### src/hdl/e3rs_consts.vh
// register map, field positions and reset values of the e3 receive status bank
// assumes a 32-bit axi4-lite slave with one aligned word per register
`ifndef E3RS_CONSTS_VH
`define E3RS_CONSTS_VH

// ==========================================================
// register indices (byte address is four times the index)
`define E3RS_IDX_COND_STATUS      12'h024
`define E3RS_IDX_EXP_PAYLOAD      12'h122
`define E3RS_IDX_CNT_NZ_STATUS    12'h126
`define E3RS_IDX_COND_LATCHED     12'h128
`define E3RS_IDX_ERR_LATCHED      12'h12a

`define E3RS_ADDR_COND_STATUS     (`E3RS_IDX_COND_STATUS << 2)
`define E3RS_ADDR_EXP_PAYLOAD     (`E3RS_IDX_EXP_PAYLOAD << 2)
`define E3RS_ADDR_CNT_NZ_STATUS   (`E3RS_IDX_CNT_NZ_STATUS << 2)
`define E3RS_ADDR_COND_LATCHED    (`E3RS_IDX_COND_LATCHED << 2)
`define E3RS_ADDR_ERR_LATCHED     (`E3RS_IDX_ERR_LATCHED << 2)

// ==========================================================
// condition status / condition change latched bit positions
`define E3RS_BIT_TIMING           13
`define E3RS_BIT_UNSTABLE         12
`define E3RS_BIT_MISMATCH         11
`define E3RS_BIT_PT_CHANGE        10
`define E3RS_BIT_UA1              8
`define E3RS_BIT_GC               7
`define E3RS_BIT_NR               6
`define E3RS_BIT_ALIGN            5
`define E3RS_BIT_LOF              4
`define E3RS_BIT_RDI              3
`define E3RS_BIT_AIS              2
`define E3RS_BIT_OOF              1
`define E3RS_BIT_LOS              0

// ==========================================================
// counter status / error latched bit positions
`define E3RS_BIT_REI_EVENT        10
`define E3RS_BIT_PAR_EVENT        9
`define E3RS_BIT_FRM_EVENT        8
`define E3RS_BIT_REI_NZ           2
`define E3RS_BIT_PAR_NZ           1
`define E3RS_BIT_FRM_NZ           0

// expected payload type field, bits 3:1; bit 0 is stored only
`define E3RS_EXP_PT_LSB           1
`define E3RS_EXP_PT_MSB           3

// ==========================================================
// reset values and bus answers
`define E3RS_RST_EXP_PAYLOAD      4'h0
`define E3RS_RST_LATCHED          16'h0000
`define E3RS_RESP_OKAY            2'b00
`define E3RS_RESP_SLVERR          2'b10

`endif

### src/hdl/e3rs_change_latch.v
// sticky change latch: one bit set on a change (or a rise) of a value
// assumes value is registered in the same clock domain
`timescale 1ns/1ps
`default_nettype none

module e3rs_change_latch #(
  parameter W         = 1,
  parameter RISE_ONLY = 0
) (
  // clock and reset
  input  wire         core_clk,
  input  wire         rst,
  // watched value and software clear
  input  wire [W-1:0] value,
  input  wire         clear,
  // sticky flag
  output reg          latched
);

  reg [W-1:0] prev;
  reg         armed;
  wire        hit;

  // ==========================================================
  // change detection
  // armed keeps the first sample after reset from counting as a change
  assign hit = RISE_ONLY ? (|(value & ~prev)) : (value != prev);

  always @(posedge core_clk or posedge rst) begin
    if (rst) begin
      prev    <= {W{1'b0}};
      armed   <= 1'b0;
      latched <= 1'b0;
    end else begin
      prev    <= value;
      armed   <= 1'b1;
      latched <= (latched & ~clear) | (armed & hit);
    end
  end

endmodule

`default_nettype wire

### src/hdl/e3rs_status_regs.v
// e3 g.832 receive status and latched status bank behind an axi4-lite slave
// assumes framer condition inputs and counters are synchronous to core_clk
//
// Operation
// - condition bit 12 shows payload type unstable
// - condition bit 11 shows received payload type differs from expected type
// - condition bit 8 shows unframed all-ones condition
// - condition bit 4 shows loss of frame
// - condition bit 3 shows received remote defect indication
// - condition bit 2 shows alarm indication signal
// - condition bit 1 shows out of frame
// - condition bit 0 follows the loss-of-signal input level
// - counter bit 2 is one while remote error counter is non-zero
// - counter bit 1 is one while parity error counter is non-zero
// - counter bit 0 is one while framing error counter is non-zero
// - latched bit 13 sets on any timing-source bit change
// - latched bit 12 sets only on rise of payload unstable
// - latched bit 11 sets only on rise of payload mismatch
// - latched bit 10 sets on any received payload type change
// - latched bit 8 sets on any change of unframed all-ones
// - latched bits 7 and 6 set on gc and nr byte changes
// - latched bit 5 sets when a different frame alignment is loaded
// - latched bits 4..0 set on any change of their condition bits
// - error latched bits 10..8 set on remote, parity, framing error events
// - error latched bits 2..0 set on rise of counter non-zero bits
`timescale 1ns/1ps
`default_nettype none
`include "e3rs_consts.vh"

module e3rs_status_regs #(
  parameter ADDR_W = 12,
  parameter CNT_W  = 16
) (
  // clock and reset
  input  wire              core_clk,
  input  wire              rst,
  // framer conditions
  input  wire              payload_type_unstable,
  input  wire              unframed_all_ones,
  input  wire              frame_loss,
  input  wire              remote_defect,
  input  wire              alarm_signal,
  input  wire              out_of_frame,
  input  wire              rx_signal_loss_input,
  // extracted overhead values
  input  wire [2:0]        received_payload_type,
  input  wire [3:0]        timing_source_bits,
  input  wire [7:0]        received_general_comm_byte,
  input  wire [7:0]        received_network_req_byte,
  // framer event pulses
  input  wire              alignment_changed,
  input  wire              remote_err_event,
  input  wire              parity_err_event,
  input  wire              framing_err_event,
  // error counters
  input  wire [CNT_W-1:0]  remote_err_count,
  input  wire [CNT_W-1:0]  parity_err_count,
  input  wire [CNT_W-1:0]  framing_err_count,
  // axi4-lite write address
  input  wire [ADDR_W-1:0] s_axi_awaddr,
  input  wire [2:0]        s_axi_awprot,
  input  wire              s_axi_awvalid,
  output reg               s_axi_awready,
  // axi4-lite write data
  input  wire [31:0]       s_axi_wdata,
  input  wire [3:0]        s_axi_wstrb,
  input  wire              s_axi_wvalid,
  output reg               s_axi_wready,
  // axi4-lite write response
  output reg  [1:0]        s_axi_bresp,
  output reg               s_axi_bvalid,
  input  wire              s_axi_bready,
  // axi4-lite read address
  input  wire [ADDR_W-1:0] s_axi_araddr,
  input  wire [2:0]        s_axi_arprot,
  input  wire              s_axi_arvalid,
  output reg               s_axi_arready,
  // axi4-lite read data
  output reg  [31:0]       s_axi_rdata,
  output reg  [1:0]        s_axi_rresp,
  output reg               s_axi_rvalid,
  input  wire              s_axi_rready
);

  // ==========================================================
  // registered status
  reg        st_unstable;
  reg        st_mismatch;
  reg        st_ua1;
  reg        st_lof;
  reg        st_rdi;
  reg        st_ais;
  reg        st_oof;
  reg        st_los;
  reg  [2:0] st_ptype;
  reg  [3:0] st_tsrc;
  reg  [7:0] st_gc;
  reg  [7:0] st_nr;
  reg  [2:0] st_cnt_nz;
  reg  [3:0] exp_payload;

  // latched bits
  wire       lt_timing;
  wire       lt_unstable;
  wire       lt_mismatch;
  wire       lt_pt_change;
  wire       lt_ua1;
  wire       lt_gc;
  wire       lt_nr;
  reg        lt_align;
  wire [4:0] lt_cond;
  reg  [2:0] lt_err_event;
  wire [2:0] lt_cnt_rise;

  // bus state
  reg  [ADDR_W-1:0] wr_addr;
  reg  [31:0]       wr_data;
  reg  [3:0]        wr_strb;
  wire              wr_go;
  reg  [15:0]       clr_mask;
  reg  [15:0]       clr_cond;
  reg  [15:0]       clr_err;
  reg               wr_ok;
  reg               wr_exp;
  reg  [15:0]       rd_word;
  reg               rd_ok;
  wire [15:0]       cond_word;
  wire [15:0]       cnt_word;
  wire [15:0]       cond_latched_word;
  wire [15:0]       err_latched_word;

  // ==========================================================
  // status capture
  // one register stage so every status bit and its change latch see the same value
  always @(posedge core_clk or posedge rst) begin
    if (rst) begin
      st_unstable <= 1'b0;
      st_mismatch <= 1'b0;
      st_ua1      <= 1'b0;
      st_lof      <= 1'b0;
      st_rdi      <= 1'b0;
      st_ais      <= 1'b0;
      st_oof      <= 1'b0;
      st_los      <= 1'b0;
      st_ptype    <= 3'h0;
      st_tsrc     <= 4'h0;
      st_gc       <= 8'h00;
      st_nr       <= 8'h00;
      st_cnt_nz   <= 3'h0;
    end else begin
      st_unstable <= payload_type_unstable;
      st_mismatch <= received_payload_type != exp_payload[`E3RS_EXP_PT_MSB:`E3RS_EXP_PT_LSB];
      st_ua1      <= unframed_all_ones;
      st_lof      <= frame_loss;
      st_rdi      <= remote_defect;
      st_ais      <= alarm_signal;
      st_oof      <= out_of_frame;
      st_los      <= rx_signal_loss_input;
      st_ptype    <= received_payload_type;
      st_tsrc     <= timing_source_bits;
      st_gc       <= received_general_comm_byte;
      st_nr       <= received_network_req_byte;
      st_cnt_nz[`E3RS_BIT_REI_NZ] <= |remote_err_count;
      st_cnt_nz[`E3RS_BIT_PAR_NZ] <= |parity_err_count;
      st_cnt_nz[`E3RS_BIT_FRM_NZ] <= |framing_err_count;
    end
  end

  // ==========================================================
  // change latches
  e3rs_change_latch #(.W(4), .RISE_ONLY(0)) u_timing (
    .core_clk (core_clk),
    .rst      (rst),
    .value    (st_tsrc),
    .clear    (clr_cond[`E3RS_BIT_TIMING]),
    .latched  (lt_timing)
  );

  e3rs_change_latch #(.W(1), .RISE_ONLY(1)) u_unstable (
    .core_clk (core_clk),
    .rst      (rst),
    .value    (st_unstable),
    .clear    (clr_cond[`E3RS_BIT_UNSTABLE]),
    .latched  (lt_unstable)
  );

  e3rs_change_latch #(.W(1), .RISE_ONLY(1)) u_mismatch (
    .core_clk (core_clk),
    .rst      (rst),
    .value    (st_mismatch),
    .clear    (clr_cond[`E3RS_BIT_MISMATCH]),
    .latched  (lt_mismatch)
  );

  e3rs_change_latch #(.W(3), .RISE_ONLY(0)) u_pt_change (
    .core_clk (core_clk),
    .rst      (rst),
    .value    (st_ptype),
    .clear    (clr_cond[`E3RS_BIT_PT_CHANGE]),
    .latched  (lt_pt_change)
  );

  e3rs_change_latch #(.W(1), .RISE_ONLY(0)) u_ua1 (
    .core_clk (core_clk),
    .rst      (rst),
    .value    (st_ua1),
    .clear    (clr_cond[`E3RS_BIT_UA1]),
    .latched  (lt_ua1)
  );

  e3rs_change_latch #(.W(8), .RISE_ONLY(0)) u_gc (
    .core_clk (core_clk),
    .rst      (rst),
    .value    (st_gc),
    .clear    (clr_cond[`E3RS_BIT_GC]),
    .latched  (lt_gc)
  );

  e3rs_change_latch #(.W(8), .RISE_ONLY(0)) u_nr (
    .core_clk (core_clk),
    .rst      (rst),
    .value    (st_nr),
    .clear    (clr_cond[`E3RS_BIT_NR]),
    .latched  (lt_nr)
  );

  // lof, rdi, ais, oof, los in bit order 4..0
  genvar gi;
  generate
    for (gi = 0; gi < 5; gi = gi + 1) begin : g_cond
      e3rs_change_latch #(.W(1), .RISE_ONLY(0)) u_cond (
        .core_clk (core_clk),
        .rst      (rst),
        .value    (cond_word[gi]),
        .clear    (clr_cond[gi]),
        .latched  (lt_cond[gi])
      );
    end
    for (gi = 0; gi < 3; gi = gi + 1) begin : g_cnt
      e3rs_change_latch #(.W(1), .RISE_ONLY(1)) u_cnt (
        .core_clk (core_clk),
        .rst      (rst),
        .value    (st_cnt_nz[gi]),
        .clear    (clr_err[gi]),
        .latched  (lt_cnt_rise[gi])
      );
    end
  endgenerate

  // event pulses latch directly; set wins over a same-cycle clear
  always @(posedge core_clk or posedge rst) begin
    if (rst) begin
      lt_align     <= 1'b0;
      lt_err_event <= 3'h0;
    end else begin
      lt_align <= (lt_align & ~clr_cond[`E3RS_BIT_ALIGN]) | alignment_changed;
      lt_err_event <= (lt_err_event & ~clr_err[`E3RS_BIT_REI_EVENT:`E3RS_BIT_FRM_EVENT])
                      | {remote_err_event, parity_err_event, framing_err_event};
    end
  end

  // ==========================================================
  // register words
  assign cond_word = {3'h0, st_unstable, st_mismatch, 2'h0, st_ua1,
                      3'h0, st_lof, st_rdi, st_ais, st_oof, st_los};
  assign cnt_word  = {13'h0000, st_cnt_nz};
  assign cond_latched_word = {2'h0, lt_timing, lt_unstable, lt_mismatch, lt_pt_change, 1'b0, lt_ua1,
                              lt_gc, lt_nr, lt_align, lt_cond};
  assign err_latched_word  = {5'h00, lt_err_event, 5'h00, lt_cnt_rise};

  // ==========================================================
  // write path
  // address and data may arrive in either order; response follows both
  assign wr_go = ~s_axi_awready & ~s_axi_wready & ~s_axi_bvalid;

  always @* begin
    clr_mask = {{8{wr_strb[1]}}, {8{wr_strb[0]}}} & wr_data[15:0];
    clr_cond = `E3RS_RST_LATCHED;
    clr_err  = `E3RS_RST_LATCHED;
    wr_ok    = 1'b1;
    wr_exp   = 1'b0;
    if (wr_addr == `E3RS_ADDR_COND_LATCHED) begin
      clr_cond = wr_go ? clr_mask : `E3RS_RST_LATCHED;
    end else if (wr_addr == `E3RS_ADDR_ERR_LATCHED) begin
      clr_err = wr_go ? clr_mask : `E3RS_RST_LATCHED;
    end else if (wr_addr == `E3RS_ADDR_EXP_PAYLOAD) begin
      wr_exp = wr_go & wr_strb[0];
    end else if (wr_addr == `E3RS_ADDR_COND_STATUS) begin
      wr_ok = 1'b1;
    end else if (wr_addr == `E3RS_ADDR_CNT_NZ_STATUS) begin
      wr_ok = 1'b1;
    end else begin
      wr_ok = 1'b0;
    end
  end

  always @(posedge core_clk or posedge rst) begin
    if (rst) begin
      s_axi_awready <= 1'b1;
      s_axi_wready  <= 1'b1;
      s_axi_bvalid  <= 1'b0;
      s_axi_bresp   <= `E3RS_RESP_OKAY;
      wr_addr       <= {ADDR_W{1'b0}};
      wr_data       <= 32'h00000000;
      wr_strb       <= 4'h0;
      exp_payload   <= `E3RS_RST_EXP_PAYLOAD;
    end else begin
      if (s_axi_awvalid && s_axi_awready) begin
        wr_addr       <= s_axi_awaddr;
        s_axi_awready <= 1'b0;
      end
      if (s_axi_wvalid && s_axi_wready) begin
        wr_data      <= s_axi_wdata;
        wr_strb      <= s_axi_wstrb;
        s_axi_wready <= 1'b0;
      end
      if (wr_go) begin
        s_axi_bvalid <= 1'b1;
        s_axi_bresp  <= wr_ok ? `E3RS_RESP_OKAY : `E3RS_RESP_SLVERR;
      end
      if (wr_exp) begin
        exp_payload <= wr_data[3:0];
      end
      if (s_axi_bvalid && s_axi_bready) begin
        s_axi_bvalid  <= 1'b0;
        s_axi_awready <= 1'b1;
        s_axi_wready  <= 1'b1;
      end
    end
  end

  // ==========================================================
  // read path
  // reads never disturb the latches; clearing is by write only
  always @* begin
    rd_word = 16'h0000;
    rd_ok   = 1'b1;
    if (s_axi_araddr == `E3RS_ADDR_COND_STATUS) begin
      rd_word = cond_word;
    end else if (s_axi_araddr == `E3RS_ADDR_CNT_NZ_STATUS) begin
      rd_word = cnt_word;
    end else if (s_axi_araddr == `E3RS_ADDR_COND_LATCHED) begin
      rd_word = cond_latched_word;
    end else if (s_axi_araddr == `E3RS_ADDR_ERR_LATCHED) begin
      rd_word = err_latched_word;
    end else if (s_axi_araddr == `E3RS_ADDR_EXP_PAYLOAD) begin
      rd_word = {12'h000, exp_payload};
    end else begin
      rd_ok = 1'b0;
    end
  end

  always @(posedge core_clk or posedge rst) begin
    if (rst) begin
      s_axi_arready <= 1'b1;
      s_axi_rvalid  <= 1'b0;
      s_axi_rdata   <= 32'h00000000;
      s_axi_rresp   <= `E3RS_RESP_OKAY;
    end else begin
      if (s_axi_arvalid && s_axi_arready) begin
        s_axi_arready <= 1'b0;
        s_axi_rvalid  <= 1'b1;
        s_axi_rdata   <= {16'h0000, rd_word};
        s_axi_rresp   <= rd_ok ? `E3RS_RESP_OKAY : `E3RS_RESP_SLVERR;
      end
      if (s_axi_rvalid && s_axi_rready) begin
        s_axi_rvalid  <= 1'b0;
        s_axi_arready <= 1'b1;
      end
    end
  end

endmodule

`default_nettype wire

### config.mk
export PLATFORM = sky130hd
export DESIGN_NAME = e3rs_status_regs
export DESIGN_NICKNAME = d
export VERILOG_FILES = /design/src/hdl/e3rs_change_latch.v /design/src/hdl/e3rs_status_regs.v
export VERILOG_INCLUDE_DIRS = /design/src /design/src/hdl
export SDC_FILE = /design/constraint.sdc
export NUM_CORES = 1
export LEC_CHECK = 0
export ABC_CLOCK_PERIOD_IN_PS = 9300
export BUFFER_PORTS_ARGS = -buffer_cell sky130_fd_sc_hd__buf_2
export CAP_MARGIN = 10
export CELL_PAD_IN_SITES_DETAIL_PLACEMENT = 1
export CELL_PAD_IN_SITES_GLOBAL_PLACEMENT = 2
export CORE_MARGIN = 5
export CORE_UTILIZATION = 34
export DETAILED_ROUTE_END_ITERATION = 6
export PLACE_DENSITY_LB_ADDON = 0.1
export SYNTH_ARGS = -nofsm -noshare
export SYNTH_HDL_FRONTEND = slang
export SYNTH_SLANG_ARGS = --single-unit
### constraint.sdc
create_clock -name core_clk -period 9.3 [get_ports core_clk]
set_input_delay 1.395 -clock core_clk [delete_from_list [all_inputs] [get_ports core_clk]]
set_output_delay 1.395 -clock core_clk [all_outputs]
set_load 0.01 [all_outputs]
After elaboration in Yosys (flattened, before gate mapping)

Cells that the tools add are included.

Equality and inequality tests: 21
Mux-type cells: 34
Bitwise gates (word level): 83
Reduce and logical (&&, ||, !) cells: 12

Operators by type and width:

| cell                 | number |
|---|---|
| $eq 12x11->1 const B | 8 |
| $mux 14              | 5 |
| $reduce_or 16->1     | 3 |
| $and 1x1->1          | 39 |
| $mux 11              | 3 |
| $eq 12x8->1 const B  | 2 |
| $not 1->1            | 24 |
| $mux 1               | 23 |
| $ne 8x8->1           | 2 |
| $or 1x1->1           | 16 |
| $and 14x14->14       | 1 |
| $reduce_bool 2->1    | 4 |
| $ne 1x1->1           | 6 |
| $ne 3x3->1           | 2 |
| $logic_and 1x1->1    | 5 |
| $mux 2               | 2 |
| $mux 4               | 1 |
| $ne 4x4->1           | 1 |
| $and 3x3->3          | 1 |
| $not 3->3            | 1 |
| $or 3x3->3           | 1 |

Register bits: 145
Input bits: 155
Output and inout bits: 41

Longest topological paths before layout

Gate-level depths: netlist (run 1).

Depth after elaboration: 9
Mapped depth: 6
Mapped depth without buffers: 4

Cells and area by module

Synthesis (run 1) repeated with hierarchy kept, for this count alone.

Cell total of the unflattened synthesis: 463
Area, all modules: 6123.4 µm²

By module, submodules not included:

| module                                    | times used | cells an instance | area an instance (µm²) |
|---|---|---|---|
| e3rs_status_regs                          | 1          | 297               | 3831.2 |
| e3rs_change_latch at u_gc ...             | 2          | 25                | 354.1 |
| e3rs_change_latch at g_cond[0].u_cond ... | 6          | 8                 | 103.8 |
| e3rs_change_latch at g_cnt[0].u_cnt ...   | 5          | 8                 | 115.1 |
| e3rs_change_latch at u_timing             | 1          | 15                | 210.2 |
| e3rs_change_latch at u_pt_change          | 1          | 13                | 175.2 |

Worst setup path before layout (run 1)

Ideal clock, no wire load.

Path kind: input to register
Start: input s_axi_araddr[9]
End: register s_axi_rdata[8]
Setup time: 0.077 ns
Data arrival time: 2.855 ns
Path slack: 6.369 ns
Stages: 5
Path buffers: 1
Path through: or4b_1 > buf_2 > or3_1 > or4_1 > o21ai_1

Cells in the longest elaborated chain, start to end: 5
Elaborated cells between the ends (all ways): 8
Those cells by class: eq/ne (4); mux (4)

RTL lines:

| item                          | RTL line               | source |
|---|---|---|
| from (decl)                   | e3rs_status_regs.v:74  | `input wire [ADDR_W-1:0] s_axi_araddr,` |
| $eq 12x11->1 (no source line) | -                      |  |
| $mux 11                       | e3rs_status_regs.v:344 | `` end else if (s_axi_araddr == `E3RS_ADDR_ERR_LATCHED) begin `` |
| $mux 14                       | e3rs_status_regs.v:342 | `` end else if (s_axi_araddr == `E3RS_ADDR_COND_LATCHED) begin `` |
| $mux 14                       | e3rs_status_regs.v:340 | `` end else if (s_axi_araddr == `E3RS_ADDR_CNT_NZ_STATUS) begin `` |
| $mux 14 (*)                   | e3rs_status_regs.v:338 | `` if (s_axi_araddr == `E3RS_ADDR_COND_STATUS) begin `` |
| to (signal assigned)          | e3rs_status_regs.v:363 | `s_axi_rdata <= {16'h0000, rd_word};` |
| to (decl)                     | e3rs_status_regs.v:79  | `output reg [31:0] s_axi_rdata,` |

Every way passes the cells marked *; elsewhere a longest branch is shown, timed or not.
A chain may end at the register's enable or synchronous reset.

Worst setup path in the final report (run 1)

Start: input s_axi_araddr[9]
End: register s_axi_rdata[1]

Cells in the longest elaborated chain, start to end: 6
Elaborated cells between the ends (all ways): 10
Those cells by class: eq/ne (5); mux (5)

RTL lines:

| item                          | RTL line               | source |
|---|---|---|
| $eq 12x11->1 (no source line) | -                      |  |
| $mux 4                        | e3rs_status_regs.v:346 | `` end else if (s_axi_araddr == `E3RS_ADDR_EXP_PAYLOAD) begin `` |
| $mux 11                       | e3rs_status_regs.v:344 |  |
| $mux 14                       | e3rs_status_regs.v:342 |  |
| $mux 14                       | e3rs_status_regs.v:340 |  |
| $mux 14 (*)                   | e3rs_status_regs.v:338 |  |

Marked as above.

==> results of run 1 <==
[path summary, 6_finish.rpt]
path	cells after the start	startpoint	endpoint	slack [ns]
hold / removal	0	st_gc[0]$_DFF_PP0_	u_gc.prev[0]$_DFF_PP0_	0.39
min in group asynchronous	2	rst	u_gc.prev[4]$_DFF_PP0_	1.03
max in group asynchronous	3	rst	wr_addr[9]$_DFFE_PP0P_	6.82
setup reg to reg	4	s_axi_awready$_DFFE_PP1P_	exp_payload[0]$_DFFE_PP0P_	7.13
setup / recovery	5	s_axi_araddr[9]	s_axi_rdata[1]$_DFFE_PP0P_	6.38
hold reg to reg	0	st_gc[0]$_DFF_PP0_	u_gc.prev[0]$_DFF_PP0_	0.39
[cell families after synthesis]
group           share of synthesized area [%]
buf+inv                                 4.496
compound gates                          6.630
mux                                     7.629
xor+xnor                                5.245
other cells                            0.1363
flops                                   64.10
simple gates                            11.76
[sequential cells by signal, summed over array words and instances (netlist names), 2 cells and up]
name / flops
st_nr: 8
st_gc: 8
wr_addr: 12
st_cnt_nz: 3
st_ptype: 3
u_nr.prev: 8
wr_data: 14
g_cond.u_cond.latched: 5
u_timing.prev: 4
u_gc.prev: 8
g_cnt.u_cnt.latched: 3
s_axi_rdata: 14
st_tsrc: 4
g_cnt.u_cnt.prev: 3
wr_strb: 2
lt_err_event: 3
g_cond.u_cond.prev: 5
u_pt_change.prev: 3
exp_payload: 4
[power breakdown]
group,total [mW],internal (mW),switching (mW)
Combinational,0.233,0.122,0.111
Sequential,0.784,0.713,0.0713
Clock,0.718,0.456,0.262
[synth_stat cells (3+ instances only)]
library cell	count
xor2_1	23
a21oi_1	9
o21ai_0	4
nand4_1	24
o2bb2ai_1	6
a21o_1	5
xnor2_1	10
dfstp_2	3
clkbuf_1	15
nand2_1	29
nor4_1	16
a22o_1	10
a22oi_1	5
nor4bb_1	3
buf_4	20
mux2_2	29
mux2_1	3
buf_2	3
nor2_1	6
dfrtp_1	138
nand3_1	7
mux2i_1	6
or3_1	3
inv_1	7
o21ai_1	5
nor3_1	5
[cell type report]
type | count | area [µm²]
inverters | 7 | 31.28
multi-input cells | 255 | 1813
clock buffers | 18 | 439.2
repair buffers | 153 | 775.7
flip-flops and latches | 141 | 3532
well taps | 216 | 270.3
clock inverters | 14 | 191.4
diodes | 2 | 5.005
fillers | 1747 | 8827
[per-stage QoR]
step	power, mW	std cells	utilization (%)	setup WS [ns]
after global placement	1.018	772	40.43	5.977
after detailed placement	1.034	772	40.43	5.996
after CTS	1.765	804	44.40	6.345
final	1.736	806	44.43	6.384
after global routing	1.825	806	44.43	6.219
after floorplan	0.9360	441	-	4.129
[routing by layer]
metal | up-vias | part of all wire (%) | wire (µm) | global-route usage (%)
met1 | 1880 | 43 | 5974 | 19.59
met3 | 12 | 6.9 | 964 | 5.661
met5 | - | 0.19 | 27 | 0
met2 | 99 | 49 | 6860 | 24.11
met4 | 4 | 1.0 | 143 | 5.377
li1 | 1777 | - | - | -
==> results_dict.tcl, run 1 <==
set metrics [dict create \
    post-cts-setup-buffers 0 \
    ctsHoldBuffers 0 \
    fin_skew_ns 0.006867 \
    die_area_mm2 0.01885 \
    cp_max_fo 9 \
    end_kind "flop" \
    cts_buffers 17 \
    coreArea_mm2 0.01589 \
    first_pass_iters 4 \
    grt_first_pass_wirelength_mm 21.83 \
    worst-setup-path-type "in2reg" \
    layout-drive-gt1-share_pct 37.93 \
    antenna_found_initial 4 \
    htree_levels 4 \
    arrival_ns 3.25 \
    grt_pass1_vias 4135 \
    critPathMaxStageDelay_ns 0.90 \
    netlist_top_cells_area "dfrtp_1 (63%), mux2_2 (5.9%), xor2_1 (3.7%), buf_4 (2.7%), nand4_1 (2.7%)" \
    wirelength_mm 13.97 \
    wl_per_cell_um 17.33 \
    path_clk_slew_ns 0.06 \
    clock_sinks 141 \
    worstPathCellList "buf_2 -> or3_1 -> nor4_2 -> a22oi_1 -> a21oi_1" \
    synth-edff-count 0 \
    start_kind "input pin" \
    die_h_um 137.3 \
    synth_top_cell_by_area "dfrtp_1" \
    gp_congestion 0.7196 \
    ctsLongestPathBuffers 2 \
    die-width_um 137.3 \
    syn2layout_area_growth_pct 28.09 \
    final-hold-violation-count 0 \
    setup_viol 0 \
    dpl.hpwl_mm 10.25 \
    final_max_slew_viol_count 0 \
    gr-total-overflow 0 \
    avgSynthCellArea_um2 13.06 \
    hold-worst-slack_ns 0.3917 \
    fin_setup_tns_ns 0 \
    status "finished clean" \
    synth_ff_type "dfrtp_1" \
    root_buffer "clkbuf_16" \
    grt_usage_pct 15.36 \
    p_per_area_mw_per_mm2 245.9 \
    place_area_mm2 0.006422 \
    crit_family "simple AND/OR/NAND/NOR gates" \
    cts_tree "done" \
    final_cell_mix "buf_2 (149), dfrtp_1 (138), nand2_1 (29), mux2_2 (29), nand4_1 (24)" \
    crit_path_top_delay_cell "nor4_2" \
    p_leak_nw 3.211 \
    final_common_cell "buf_2" \
    grt_max_degree 77 \
    vias 3772 \
    max_freq_mhz 342.9 \
    via_per_inst 4.680 \
    fp-row-count 46 \
    fin_area_mm2 0.007058 \
    hp-class "reg2reg" \
    cp_num_buf_inv 1 \
    period_minus_slack_ns 2.916 \
    port_buffers 149 \
    final_net_count 730 \
    ios 196 \
    drv_cap 0 \
    synth.distinct_cells 44 \
    vdd_drop_max_uv 139.6 \
    cts_resized 0 \
    start_util_pct 34.69 \
    ant_nets 0 \
    drtIter0Drc 132 \
    yosysWarnings 0 \
    relSlewSlack_pct 31.39 \
    rsz0062_at_grt "false" \
    async_reset_ff_share_pct 100.0 \
    post-route-period-util_pct 31.36 \
    netlist_area_mm2 0.005510 \
    syn-instance-count 422 \
    insertion_delay_ns 0.42 \
    seq_area_frac_synth_pct 64.10 \
    ys_ff_latch 141 \
    worst_slew_pin_slew_ns 1.021 \
    required_ns 9.63 \
    drc 0 \
    netlist.area_leader.share_pct 62.67 \
]
Power figures use the tool's default switching activity.
==> inputs of run 2 (changes only) <==
--- a/config.mk
+++ b/config.mk
@@ -6,13 +6,13 @@
 export SDC_FILE = /design/constraint.sdc
 export NUM_CORES = 1
 export LEC_CHECK = 0
-export ABC_CLOCK_PERIOD_IN_PS = 9300
+export ABC_CLOCK_PERIOD_IN_PS = 2500
 export BUFFER_PORTS_ARGS = -buffer_cell sky130_fd_sc_hd__buf_2
 export CAP_MARGIN = 10
 export CELL_PAD_IN_SITES_DETAIL_PLACEMENT = 1
 export CELL_PAD_IN_SITES_GLOBAL_PLACEMENT = 2
 export CORE_MARGIN = 5
-export CORE_UTILIZATION = 34
+export CORE_UTILIZATION = 28
 export DETAILED_ROUTE_END_ITERATION = 6
 export PLACE_DENSITY_LB_ADDON = 0.1
 export SYNTH_ARGS = -nofsm -noshare
==> constraint.sdc (replaced) <==
create_clock -name core_clk -period 2.5 [get_ports core_clk]
set_input_delay 0.375 -clock core_clk [delete_from_list [all_inputs] [get_ports core_clk]]
set_output_delay 0.375 -clock core_clk [all_outputs]
set_load 0.01 [all_outputs]
==> run 2 against run 1 <==
- sequential power grew to 3.7 times the previous value
- utilization is 7.3 points lower
- combinational power grew to 3.8 times the previous value
- die area is 20% higher
- first-iteration DRC count is 3.0% higher
- largest cell class unchanged
- largest power group unchanged
==> results_dict.tcl, run 2 (synthesis gave the netlist of run 1 again) <==
set metrics [dict create \
    drc 0 \
    cts_tree "done" \
    syn2layout_area_growth_pct 30.79 \
    end_kind "flop" \
    drtIter0Drc 136 \
    final_net_count 734 \
    met1_usage_pct 17.10 \
    ant_nets 0 \
    grt_max_degree 76 \
    use_met3_pct 4.877 \
    htree_levels 4 \
    fin_skew_ns 0.007661 \
    relSlewSlack_pct 50.20 \
    antenna_found_initial 6 \
    ctsHoldBuffers 0 \
    setup_viol 0 \
    worst_slew_pin_slew_ns 0.7453 \
    cts_resized 0 \
    die-width_um 150.3 \
    finalPower_mw 6.674 \
    busiest_layer "met2" \
    p_per_area_mw_per_mm2 926.0 \
    final_cell_mix "buf_2 (149), dfrtp_1 (138), nand2_1 (29), mux2_2 (29), nand4_1 (24)" \
    seqCellArea_mm2 0.003532 \
    via_per_inst 4.475 \
    port_buffers 149 \
    vdd_drop_max_uv 472.6 \
    p_leak_nw 3.246 \
    post-cts-setup-buffers 0 \
    fp-row-count 51 \
    hp-class "in2reg" \
    grt_usage_pct 13.31 \
    root_buffer "clkbuf_16" \
    final-hold-violation-count 0 \
    start_kind "flop" \
    grt_pass1_vias 4205 \
    ctsLongestPathBuffers 2 \
    wirelength_mm 14.58 \
    top_regs "s_axi_rdata (14), wr_data (14), wr_addr (12)" \
    grt_first_pass_wirelength_mm 22.81 \
    worst-setup-path-type "reg2reg" \
    final_max_slew_viol_count 0 \
    n_antenna_cell 0 \
    drv_cap 0 \
    post-route-period-util_pct 81.28 \
    cp_max_fo 21 \
    gr-total-overflow 0 \
    multi_input_area_mm2 0.001813 \
    fill_cells 2197 \
    insertion_delay_ns 0.42 \
    coreArea_mm2 0.01940 \
    fin_util_pct 37.15 \
    gp_congestion 0.6971 \
    first_pass_iters 4 \
    path_clk_slew_ns 0.06 \
    clock_sinks 141 \
    required_ns 2.80 \
    cts_buffers 17 \
    vias 3835 \
    die_area_mm2 0.02259 \
    start_util_pct 28.41 \
    rsz0062_at_grt "false" \
    fin_setup_tns_ns 0 \
    ios 196 \
    die_h_um 150.3 \
    wl_per_cell_um 17.01 \
    use_met2_pct 20.45 \
    dpl.hpwl_mm 10.76 \
    arrival_ns 2.33 \
    max_freq_mhz 492.1 \
    period_minus_slack_ns 2.032 \
    layout-drive-gt1-share_pct 38.34 \
    status "finished clean" \
    final_common_cell "buf_2" \
]
-- run 2: cell type report --
| type | instances | area share [%] |
|---|---|---|
| inverter | 7 | 0.4167 |
| clock inverter | 15 | 3.385 |
| clock buffer | 17 | 5.903 |
| multi-input combinational | 255 | 25.16 |
| tap | 265 | 4.601 |
| sequential | 141 | 49.01 |
| timing repair buffer | 157 | 11.53 |
-- run 2: routing by layer --
layer | part of all wire, % | vias up | wire [µm]
li1 | - | 1789 | -
met1 | 43 | 1904 | 6293
met2 | 48 | 99 | 6964
met3 | 6.6 | 31 | 958
met4 | 1.8 | 12 | 261
met5 | 0.70 | - | 102
-- run 2: worst paths after layout --
| kind | start | to | slack (ns) | depth (start not counted) |
|---|---|---|---|---|
| worst max-delay path | wr_addr[2]$_DFFE_PP0P_ | exp_payload[2]$_DFFE_PP0P_ | 0.47 | 5 |
| worst min-delay path | received_network_req_byte[5] | st_nr[5]$_DFF_PP0_ | 0.05 | 1 |
| worst max register to register | wr_addr[2]$_DFFE_PP0P_ | exp_payload[2]$_DFFE_PP0P_ | 0.47 | 5 |
| worst min register to register | st_ptype[0]$_DFF_PP0_ | u_pt_change.prev[0]$_DFF_PP0_ | 0.39 | 0 |
| max in group asynchronous | rst | st_cnt_nz[1]$_DFF_PP0_ | 2.06 | 3 |
| min in group asynchronous | rst | st_nr[4]$_DFF_PP0_ | 0.09 | 3 |
-- run 2: worst max-delay path, stage by stage (launching register included) --
cell and delay, ns:
dfrtp_1 0.37, or4_1 0.55, nor3_2 0.12, buf_4 0.28
nand3_1 0.24, mux2_1 0.36
-- run 2: per-stage QoR --
step	setup WS (ns)	hold slack, ns	area (µm²)	std cells
floorplan	0.3644	0.3666	5585	441
global placement	0.3793	0.3808	6538	825
detailed placement	0.3700	0.3818	6538	825
CTS	0.4520	0.03052	7207	857
global route	0.3441	0.02833	7207	857
finish	0.4680	0.05282	7207	857
-- run 2: power breakdown --
group          switching [mW]  total, mW  internal, mW
sequential              0.259       2.91          2.65
combinational           0.422      0.887         0.466
clock                    1.01       2.88          1.87
total                    1.69       6.67          4.99
